===== src/design/dmade_pkg.sv =====
/*
 * Shared types and constants of the descriptor transfer engine:
 * descriptor layout, width and mode codes, engine states, cycle budgets.
 * Assumes a single system clock and an AHB-Lite style master port.
 */
package dmade_pkg;

    // ==========================================================
    // element width and mode codes
    localparam logic [1:0] DMADE_EW_8    = 2'h0;
    localparam logic [1:0] DMADE_EW_16   = 2'h1;
    localparam logic [1:0] DMADE_EW_32   = 2'h2;
    localparam logic       DMADE_AW_ELEM = 1'h0;
    localparam logic       DMADE_AW_32   = 1'h1;
    localparam logic [1:0] DMADE_MODE_ONE   = 2'h0;
    localparam logic [1:0] DMADE_MODE_DESC  = 2'h1;
    localparam logic [1:0] DMADE_MODE_CHAIN = 2'h2;

    // ==========================================================
    // bus codes
    localparam logic [1:0] DMADE_HTRANS_IDLE   = 2'h0;
    localparam logic [1:0] DMADE_HTRANS_NONSEQ = 2'h2;
    localparam logic [2:0] DMADE_HSIZE_WORD    = 3'h2;

    // ==========================================================
    // cycle budget: accept 1 + load 3 + element 3 + store 4 + response 1 = 12
    localparam int         DMADE_FIRST_ELEM_CYC = 12;
    localparam int         DMADE_NEXT_ELEM_CYC  = 3;
    localparam logic [1:0] DMADE_LOAD_LAST      = 2'h2;
    localparam logic [1:0] DMADE_STORE_LAST     = 2'h3;
    localparam int         DMADE_CHANNEL_PRIORITY_LEVEL_W         = 2;
    localparam logic [2:0] DMADE_CHANNEL_PRIORITY_LEVEL_NONE      = 3'h4;

    // ==========================================================
    // descriptor word as held in descriptor storage
    typedef struct packed {
        logic        valid;
        logic        irq_en;
        logic        invalidate_on_done;
        logic        auto_swap;
        logic [1:0]  mode;
        logic        source_step_enable;
        logic        dest_step_enable;
        logic        source_access_width;
        logic        dest_access_width;
        logic [1:0]  elem_width;
        logic [15:0] element_count;
        logic [15:0] cur_index;
        logic [31:0] src_addr;
        logic [31:0] dst_addr;
    } dmade_desc_s;

    typedef struct packed {
        logic [31:0] haddr;
        logic [1:0]  htrans;
        logic        hwrite;
        logic [2:0]  hsize;
        logic [31:0] hwdata;
    } dmade_ahb_req_s;

    typedef enum logic [2:0] {
        DMADE_ST_IDLE  = 3'b000,
        DMADE_ST_LOAD  = 3'b001,
        DMADE_ST_RA    = 3'b010,
        DMADE_ST_RD_WA = 3'b011,
        DMADE_ST_WD    = 3'b100,
        DMADE_ST_STORE = 3'b101,
        DMADE_ST_RESP  = 3'b110
    } dmade_state_e;

endpackage


===== src/design/dmade_channel_priority_level_pick.sv =====
/*
 * Priority decoder: picks the highest priority activated channel.
 * Purely combinational, evaluated for all channels every cycle.
 */
module dmade_channel_priority_level_pick
    import dmade_pkg::*;
#(
    parameter int NCH = 8
)
(
    // requests
    input  wire logic [NCH-1:0]                   i_req,
    input  wire logic [NCH-1:0][DMADE_CHANNEL_PRIORITY_LEVEL_W-1:0] i_channel_priority_level,
    // choice
    output logic                                  o_valid,
    output logic [$clog2(NCH)-1:0]                o_idx
);

    logic [2:0] best_p;

    always_comb
    begin
        best_p  = DMADE_CHANNEL_PRIORITY_LEVEL_NONE;
        o_idx   = '0;
        for (int c = 0; c < NCH; c++)
        begin
            if (i_req[c] && ({1'b0, i_channel_priority_level[c]} < best_p))
            begin
                best_p = {1'b0, i_channel_priority_level[c]};
                o_idx  = c[$clog2(NCH)-1:0];
            end
        end
        o_valid = (best_p != DMADE_CHANNEL_PRIORITY_LEVEL_NONE);
    end

endmodule


===== src/design/dmade_engine.sv =====
/*
 * Descriptor transfer engine: pending triggers, priority pick, two
 * descriptors per channel, shared sequential engine driving an AHB-Lite
 * master, descriptor write-back and completion pulse.
 * Assumes software writes descriptors through the config port and that
 * the bus arbiter answers with HREADY; HRESP errors are not handled.
 */
// Summary of operation
// - element width is 8, 16 or 32
// - access widths are element width or 32
// - narrow element drops upper read bits
// - narrow element zero pads a 32-bit write, replicates across lanes on a narrow write
// - select bit picks active descriptor per channel
// - chain mode with swap runs next descriptor
// - swap in modes 0/1 waits new trigger
// - mode 0 moves one element per trigger
// - mode 0 steps destination until count reached
// - mode 1 moves whole descriptor per trigger
// - chained descriptors alternate until invalidated
// - trigger and priority evaluated per channel
// - load active descriptor before bus access
// - each element is read then write
// - write updated descriptor state back
// - completion interrupt only when enabled
// - single element takes 12 cycles plus waits
// - later elements take 3 cycles plus waits
// - priority 0 highest, lowest channel wins ties
// - address step equals access width size
// - invalidate on done clears valid flag
module dmade_engine
    import dmade_pkg::*;
#(
    parameter int NCH = 8
)
(
    // clock and reset
    input  wire logic                               i_clk_sys,
    input  wire logic                               i_rst_n,
    // triggers and channel control
    input  wire logic [NCH-1:0]                     i_trig,
    input  wire logic [NCH-1:0]                     i_ch_en,
    input  wire logic [NCH-1:0][DMADE_CHANNEL_PRIORITY_LEVEL_W-1:0]   i_ch_channel_priority_level,
    input  wire logic                               i_sel_wr,
    input  wire logic [$clog2(NCH)-1:0]             i_sel_ch,
    input  wire logic                               i_sel_val,
    // descriptor programming
    input  wire logic                               i_cfg_wr,
    input  wire logic [$clog2(NCH)-1:0]             i_cfg_ch,
    input  wire logic                               i_cfg_idx,
    input  wire dmade_desc_s                        i_cfg_desc,
    // bus master
    output dmade_ahb_req_s                          o_ahb,
    input  wire logic [31:0]                        i_hrdata,
    input  wire logic                               i_hready,
    // status
    output logic [NCH-1:0]                          o_desc_select,
    output logic [NCH-1:0]                          o_pending,
    output logic                                    o_busy,
    output logic [$clog2(NCH)-1:0]                  o_active_ch,
    output logic                                    o_irq,
    output logic [$clog2(NCH)-1:0]                  o_irq_ch
);

    localparam int CW = $clog2(NCH);

    // ==========================================================
    // width helpers
    function automatic logic [1:0] step_shift(input logic aw, input logic [1:0] ew);
        step_shift = (aw == DMADE_AW_32) ? DMADE_EW_32 : ew;
    endfunction

    function automatic logic [31:0] addr_of(input logic [31:0] base, input logic step,
                                            input logic [1:0] sh, input logic [15:0] idx);
        logic [31:0] off;
        off     = step ? ({16'h0000, idx} << sh) : 32'h0000_0000;
        addr_of = base + off;
    endfunction

    function automatic logic [31:0] elem_mask(input logic [31:0] v, input logic [1:0] ew);
        unique case (ew)
            DMADE_EW_8:  elem_mask = {24'h00_0000, v[7:0]};
            DMADE_EW_16: elem_mask = {16'h0000, v[15:0]};
            default:     elem_mask = v;
        endcase
    endfunction

    // ==========================================================
    // state
    dmade_state_e            state_ff;
    logic [1:0]              cnt_ff;
    logic [CW-1:0]           ch_ff;
    dmade_desc_s             cur_ff;
    logic [31:0]             data_ff;
    logic                    done_ff;
    logic [NCH-1:0]          pend_ff;
    logic [NCH-1:0]          sel_ff;
    logic                    irq_ff;
    logic [CW-1:0]           irq_ch_ff;
    dmade_desc_s             desc_mem [2*NCH];

    logic                    pick_valid;
    logic [CW-1:0]           pick_idx;
    logic [NCH-1:0]          accept;
    logic [31:0]             src_a;
    logic [31:0]             dst_a;
    logic [15:0]             nxt_index;
    logic                    last_elem;
    logic                    chain_go;
    logic                    wd_done;

    dmade_channel_priority_level_pick #(
        .NCH     (NCH)
    ) u_pick (
        .i_req   (pend_ff & i_ch_en),
        .i_channel_priority_level  (i_ch_channel_priority_level),
        .o_valid (pick_valid),
        .o_idx   (pick_idx)
    );

    assign src_a     = addr_of(cur_ff.src_addr, cur_ff.source_step_enable,
                               step_shift(cur_ff.source_access_width, cur_ff.elem_width), cur_ff.cur_index);
    assign dst_a     = addr_of(cur_ff.dst_addr, cur_ff.dest_step_enable,
                               step_shift(cur_ff.dest_access_width, cur_ff.elem_width), cur_ff.cur_index);
    assign nxt_index = cur_ff.cur_index + 16'h0001;
    assign last_elem = (nxt_index >= cur_ff.element_count);
    assign wd_done   = (state_ff == DMADE_ST_WD) && i_hready;
    assign chain_go  = done_ff && cur_ff.auto_swap && (cur_ff.mode == DMADE_MODE_CHAIN);

    always_comb
    begin
        accept = '0;
        if ((state_ff == DMADE_ST_IDLE) && pick_valid)
        begin
            accept[pick_idx] = 1'b1;
        end
    end

    // ==========================================================
    // pending triggers
    // a trigger in the accept cycle re-arms the channel
    always_ff @(posedge i_clk_sys or negedge i_rst_n)
    begin
        if (!i_rst_n)
        begin
            pend_ff <= '0;
        end
        else
        begin
            pend_ff <= (pend_ff & ~accept) | (i_trig & i_ch_en);
        end
    end

    // ==========================================================
    // engine sequencer
    always_ff @(posedge i_clk_sys or negedge i_rst_n)
    begin
        if (!i_rst_n)
        begin
            state_ff <= DMADE_ST_IDLE;
            cnt_ff   <= 2'h0;
            ch_ff    <= '0;
        end
        else
        begin
            unique case (state_ff)
                DMADE_ST_IDLE:
                begin
                    cnt_ff <= 2'h0;
                    if (pick_valid)
                    begin
                        ch_ff    <= pick_idx;
                        state_ff <= DMADE_ST_LOAD;
                    end
                end
                DMADE_ST_LOAD:
                begin
                    cnt_ff <= cnt_ff + 2'h1;
                    if (cnt_ff == DMADE_LOAD_LAST)
                    begin
                        cnt_ff   <= 2'h0;
                        state_ff <= cur_ff.valid ? DMADE_ST_RA : DMADE_ST_RESP;
                    end
                end
                DMADE_ST_RA:
                begin
                    if (i_hready)
                    begin
                        state_ff <= DMADE_ST_RD_WA;
                    end
                end
                DMADE_ST_RD_WA:
                begin
                    if (i_hready)
                    begin
                        state_ff <= DMADE_ST_WD;
                    end
                end
                DMADE_ST_WD:
                begin
                    // next element restarts at read address
                    if (i_hready)
                    begin
                        state_ff <= (!last_elem && (cur_ff.mode != DMADE_MODE_ONE)) ?
                                    DMADE_ST_RA : DMADE_ST_STORE;
                    end
                end
                DMADE_ST_STORE:
                begin
                    cnt_ff <= cnt_ff + 2'h1;
                    if (cnt_ff == DMADE_STORE_LAST)
                    begin
                        cnt_ff   <= 2'h0;
                        state_ff <= DMADE_ST_RESP;
                    end
                end
                DMADE_ST_RESP:
                begin
                    // no swap ends the trigger here
                    state_ff <= chain_go ? DMADE_ST_LOAD : DMADE_ST_IDLE;
                end
                default:
                begin
                    state_ff <= DMADE_ST_IDLE;
                end
            endcase
        end
    end

    // ==========================================================
    // working descriptor and data
    always_ff @(posedge i_clk_sys or negedge i_rst_n)
    begin
        if (!i_rst_n)
        begin
            cur_ff  <= '0;
            data_ff <= 32'h0000_0000;
            done_ff <= 1'b0;
        end
        else
        begin
            if ((state_ff == DMADE_ST_LOAD) && (cnt_ff == 2'h0))
            begin
                cur_ff  <= desc_mem[{ch_ff, sel_ff[ch_ff]}];
                done_ff <= 1'b0;
            end
            if ((state_ff == DMADE_ST_RD_WA) && i_hready)
            begin
                data_ff <= elem_mask((cur_ff.source_access_width == DMADE_AW_32) ?
                                     i_hrdata : (i_hrdata >> {src_a[1:0], 3'b000}),
                                     cur_ff.elem_width);
            end
            if (wd_done)
            begin
                if (last_elem)
                begin
                    done_ff          <= 1'b1;
                    cur_ff.cur_index <= 16'h0000;
                    if (cur_ff.invalidate_on_done)
                    begin
                        cur_ff.valid <= 1'b0;
                    end
                end
                else
                begin
                    cur_ff.cur_index <= nxt_index;
                end
            end
        end
    end

    // ==========================================================
    // descriptor storage; software write wins a same-slot collision
    always_ff @(posedge i_clk_sys)
    begin
        if ((state_ff == DMADE_ST_STORE) && (cnt_ff == 2'h0))
        begin
            desc_mem[{ch_ff, sel_ff[ch_ff]}] <= cur_ff;
        end
        if (i_cfg_wr)
        begin
            desc_mem[{i_cfg_ch, i_cfg_idx}] <= i_cfg_desc;
        end
    end

    // ==========================================================
    // descriptor select; the hardware swap wins over a software write
    always_ff @(posedge i_clk_sys or negedge i_rst_n)
    begin
        if (!i_rst_n)
        begin
            sel_ff <= '0;
        end
        else
        begin
            if (i_sel_wr)
            begin
                sel_ff[i_sel_ch] <= i_sel_val;
            end
            // swap on completion in every mode
            if ((state_ff == DMADE_ST_RESP) && done_ff && cur_ff.auto_swap)
            begin
                sel_ff[ch_ff] <= ~sel_ff[ch_ff];
            end
        end
    end

    // ==========================================================
    // completion pulse
    always_ff @(posedge i_clk_sys or negedge i_rst_n)
    begin
        if (!i_rst_n)
        begin
            irq_ff    <= 1'b0;
            irq_ch_ff <= '0;
        end
        else
        begin
            irq_ff    <= (state_ff == DMADE_ST_RESP) && done_ff && cur_ff.irq_en;
            irq_ch_ff <= ch_ff;
        end
    end

    // ==========================================================
    // bus master drive
    always_comb
    begin
        o_ahb        = '0;
        o_ahb.htrans = DMADE_HTRANS_IDLE;
        if (state_ff == DMADE_ST_RA)
        begin
            o_ahb.htrans = DMADE_HTRANS_NONSEQ;
            o_ahb.haddr  = src_a;
            o_ahb.hsize  = (cur_ff.source_access_width == DMADE_AW_32) ?
                           DMADE_HSIZE_WORD : {1'b0, cur_ff.elem_width};
        end
        else if (state_ff == DMADE_ST_RD_WA)
        begin
            o_ahb.htrans = DMADE_HTRANS_NONSEQ;
            o_ahb.hwrite = 1'b1;
            o_ahb.haddr  = dst_a;
            o_ahb.hsize  = (cur_ff.dest_access_width == DMADE_AW_32) ?
                           DMADE_HSIZE_WORD : {1'b0, cur_ff.elem_width};
        end
        else if (state_ff == DMADE_ST_WD)
        begin
            if (cur_ff.dest_access_width == DMADE_AW_32)
            begin
                o_ahb.hwdata = data_ff;
            end
            else
            begin
                // narrow write: replicate across lanes so any address works
                unique case (cur_ff.elem_width)
                    DMADE_EW_8:  o_ahb.hwdata = {4{data_ff[7:0]}};
                    DMADE_EW_16: o_ahb.hwdata = {2{data_ff[15:0]}};
                    default:     o_ahb.hwdata = data_ff;
                endcase
            end
        end
    end

    assign o_desc_select = sel_ff;
    assign o_pending     = pend_ff;
    assign o_busy        = (state_ff != DMADE_ST_IDLE);
    assign o_active_ch   = ch_ff;
    assign o_irq         = irq_ff;
    assign o_irq_ch      = irq_ch_ff;

endmodule


===== config.mk =====
export PLATFORM = sky130hd
export DESIGN_NAME = dmade_engine
export DESIGN_NICKNAME = d
export VERILOG_FILES = /design/src/design/dmade_pkg.sv /design/src/design/dmade_channel_priority_level_pick.sv /design/src/design/dmade_engine.sv
export SDC_FILE = /design/constraint.sdc
export NUM_CORES = 2
export LEC_CHECK = 0
export BUFFER_PORTS_ARGS = -buffer_cell sky130_fd_sc_hd__buf_4
export CORE_MARGIN = 3
export CORE_UTILIZATION = 41
export CTS_CLUSTER_DIAMETER = 50
export DETAILED_ROUTE_END_ITERATION = 12
export MAX_ROUTING_LAYER = met4
export PLACE_DENSITY = 0.6
export REMOVE_ABC_BUFFERS = 1
export SLEW_MARGIN = 5
export SYNTH_ARGS = -nofsm -noshare
export SYNTH_HDL_FRONTEND = slang
export SYNTH_HIERARCHICAL = 1
export SYNTH_SLANG_ARGS = --single-unit

===== constraint.sdc =====
create_clock -name i_clk_sys -period 33.3 [get_ports i_clk_sys]
set_clock_uncertainty 0.2 [all_clocks]
set_input_delay 1.665 -clock i_clk_sys [delete_from_list [all_inputs] [get_ports i_clk_sys]]
set_output_delay 1.665 -clock i_clk_sys [all_outputs]
set_load 0.005 [all_outputs]

==> key figures <==
Clock network
  • Clk root buf: clkbuf_16
  • Post-cts hold buffer count: 0
  • Post-CTS Setup Inserts: 0
  • H-tree levels: 4
  • Cts repair resizes: 0
  • CTS tree: yes
  • Reg clk slew, reported paths: 0.05 ns
  • Number of CTS-inserted buffers: 230
  • CTS max path bufs: 3
  • Clock Latency Late Sink: 0.89 ns
  • # clock sinks: 1897

Synth
  • EDFF count, synth: 1728
  • Yosys cell types: 86
  • Flops & latches, synth: 1897
  • Top_reg_cell synth: edfxtp_1
  • Dominant cell type by area after synthesis: edfxtp_1
  • YS warnings: 6
  • Post-Syn Instances: 6598
  • FFs w/ async S/R, synth: 8.91%
  • Avg Cell Area, Syn: 14.9 sq um
  • Synth top area share: 52.9%
  • Synth area leaders: edfxtp_1 (53%), mux2_2 (17%), mux4_2 (9.6%)
  • Syn Std Cell Area: 98000 sq um
  • Register area share after synthesis: 57.3%

Job
  • Total of max-cap violations: 0

Timing
  • Min Tclk post-route: 10.47 ns
  • Worst Slack Setup Final: 22.83 ns
  • Slew Viols, Final: 0
  • Fmax: 95.5 MHz
  • RSZ-0062 raised after global routing: false
  • Worst rel slew slack: 13.2%
  • Worst Tran Pin Value: 1.30 ns
  • Setup violators final: 0
  • Fin Hold WS: 0.224 ns
  • Fin. Hold Viols: 0
  • Tcrit/Tclk final: 31.5%

Worst setup path
  • Reg2Reg Setup Slack: 23.31 ns
  • CP Launch Type: input pin
  • CP endpoint kind: flip-flop
  • Biggest cell delay along the critical path: 0.58 ns
  • Crit-path slowest cell: or4b_1
  • R2r worst-path depth: 45
  • CP Class: input pin to flip-flop
  • Worst EP arrival: 11.03 ns
  • Critical path required time: 33.85 ns
  • Most frequent CP cell: ha_1
  • Max FO, Critical Path: 9

Outcome
  • Outcome: complete, no violations

Global routing
  • Wire length of the first global-routing pass: 463000 um
  • Largest net degree at the start of global routing: 107
  • Initial antenna violation count: 42
  • Tot GR Track Use: 27.0%
  • Number of global-route vias before repair: 61975
  • Gr ovfl total: 0

Drt
  • Initial DRC count: 7293
  • DRT antenna net count: 0
  • Routed wire per std cell: 32.7 um
  • Avg Vias per Cell: 6.21
  • Drt pass-1 iters: 9
  • Final Routed Wirelength: 325000 um
  • DR DRC count: 0
  • Vias post-DR: 61788

Floorplan
  • Die H: 495 um
  • Std-Cell Rows: 178
  • IO Count: 279
  • DIE WIDTH: 495 um
  • Starting Density: 41.4%
  • Die ar.: 245000 sq um
  • Core area: 237000 sq um

Worst hold path
  • Hold depth: 0
  • Hold Crit Class: flip-flop to flip-flop

Placement
  • Pre-CTS setup slack: 22.00 ns
  • GPL Wtd Cong: 0.875
  • Placed Instances: 9478
  • Port Buffer Count: 276
  • DP HPWL: 177000 um

Layout
  • Leading cell type in the layout, fill and taps excluded: edfxtp_1
  • Finished Layout Cells: 9946
  • Layout Area Growth over Synthesis: 12.6%
  • Nets: 6814
  • Most frequent cells in the layout: edfxtp_1 (1728), mux2_2 (1513), nand2_1 (457)
  • Final core utilization: 46.7%
  • Fraction of layout instances using a drive strength above 1: 41.1%

Power and ir drop
  • Power per cell area: 88.3 nW/um^2
  • Leak: 38.1 nW
  • Max rail drop VDD: 0.101 mV
registers in the layout (all words and copies together) (netlist names):
name and flops:
cnt_ff 2, state_ff 3, o_irq 1, o_irq_ch 3, done_ff 1, data_ff 32
desc_mem 1728, cur_ff 108, o_active_ch 3, o_pending 8, o_desc_select 8
metrics by stage:
stage	instance area, sq um	total power [mW]	TNS (ns)
finish	110000	9.75	0
global placement	103000	7.23	0
floorplan	95100	7.15	-2561.99
detailed placement	103000	7.30	0
global route	110000	10.2	0
CTS	110000	9.77	0
Yosys cell counts (all sizes together) (5+ instances only):
master / instances
a211o: 8
a211oi: 43
a21boi: 6
a21o: 30
a21oi: 108
a221oi: 12
a222oi: 91
a22o: 9
a22oi: 5
a31oi: 24
and2: 31
and3: 34
and4: 6
buf: 87
clkbuf: 615
dfrtp: 169
edfxtp: 1728
ha: 67
inv: 47
mux2: 1513
mux2i: 157
mux4: 417
nand2: 463
nand2b: 30
nand3: 25
nand3b: 7
nand4: 11
nor2: 148
nor2b: 23
nor3: 24
nor3b: 9
nor4: 10
o211ai: 11
o21a: 15
o21ai: 427
o21bai: 5
o22ai: 49
o2bb2ai: 5
o31ai: 6
or2: 9
or3: 11
xnor2: 42
xor2: 17
path summary, 6_finish.rpt:
kind                           endpoint           start
max in group asynchronous    data_ff[4]         i_rst_n
min in group asynchronous    cur_ff[36]         i_rst_n
min reg2reg                 o_irq_ch[1]  o_active_ch[1]
max                        o_pending[2]      i_ch_en[0]
max reg2reg                o_pending[2]    o_pending[0]
min                         o_irq_ch[1]  o_active_ch[1]
metal layers:
layer  wire (um)  share of wire (%)  GRT usage (%)  vias to the layer above
met5           0                  0              -                        -
met4       11800                3.6           9.33                        0
met3       26800                8.2           4.34                      584
met2      156000                 48           43.1                     2955
met1      131000                 40           35.2                    32415
li1            -                  -              -                    25834
logic make-up (layout without fill, tap and decap cells):
group / after synthesis / after routing / share of synthesized area, %
AOI/OAI and AO/OA: 882 / 882 / 5.66
and+or+nand+nor: 852 / 852 / 3.90
other: 1 / 36 / 0.00383
adders and majority gates: 69 / 69 / 0.896
xor gates and xnor gates: 59 / 59 / 0.527
DFF: 1897 / 1897 / 57.3
buffers and inverters: 751 / 914 / 3.19
muxes: 2087 / 2087 / 28.6
cell type report:
type | count | area [sq um]
Tap cell | 3150 | 3940
Inverter | 49 | 191
Clock buffer | 297 | 6140
Fill cell | 20536 | 126000
Sequential cell | 1897 | 56100
Timing Repair Buffer | 431 | 3410
Antenna cell | 34 | 85.1
Clock inverter | 137 | 1360
Multi-Input combinational cell | 3951 | 39100
critical path, delay by kind of cell:
kind            cells  cell delay, ns
simple gates       13            2.54
mux                 4            1.10
compound gates     20            3.64
buf+inv             2            0.15
fa+ha+maj           7            1.90
power by group:
group          switching [mW]  total (mW)  internal (mW)  leakage (nW)
combinational            1.95        3.82           1.87          16.6
clock                    1.06        2.48           1.42          3.63
sequential              0.368        3.45           3.08          17.9
total                    3.37        9.75           6.38          38.1
No activity file was read; power rests on OpenSTA's default activity.
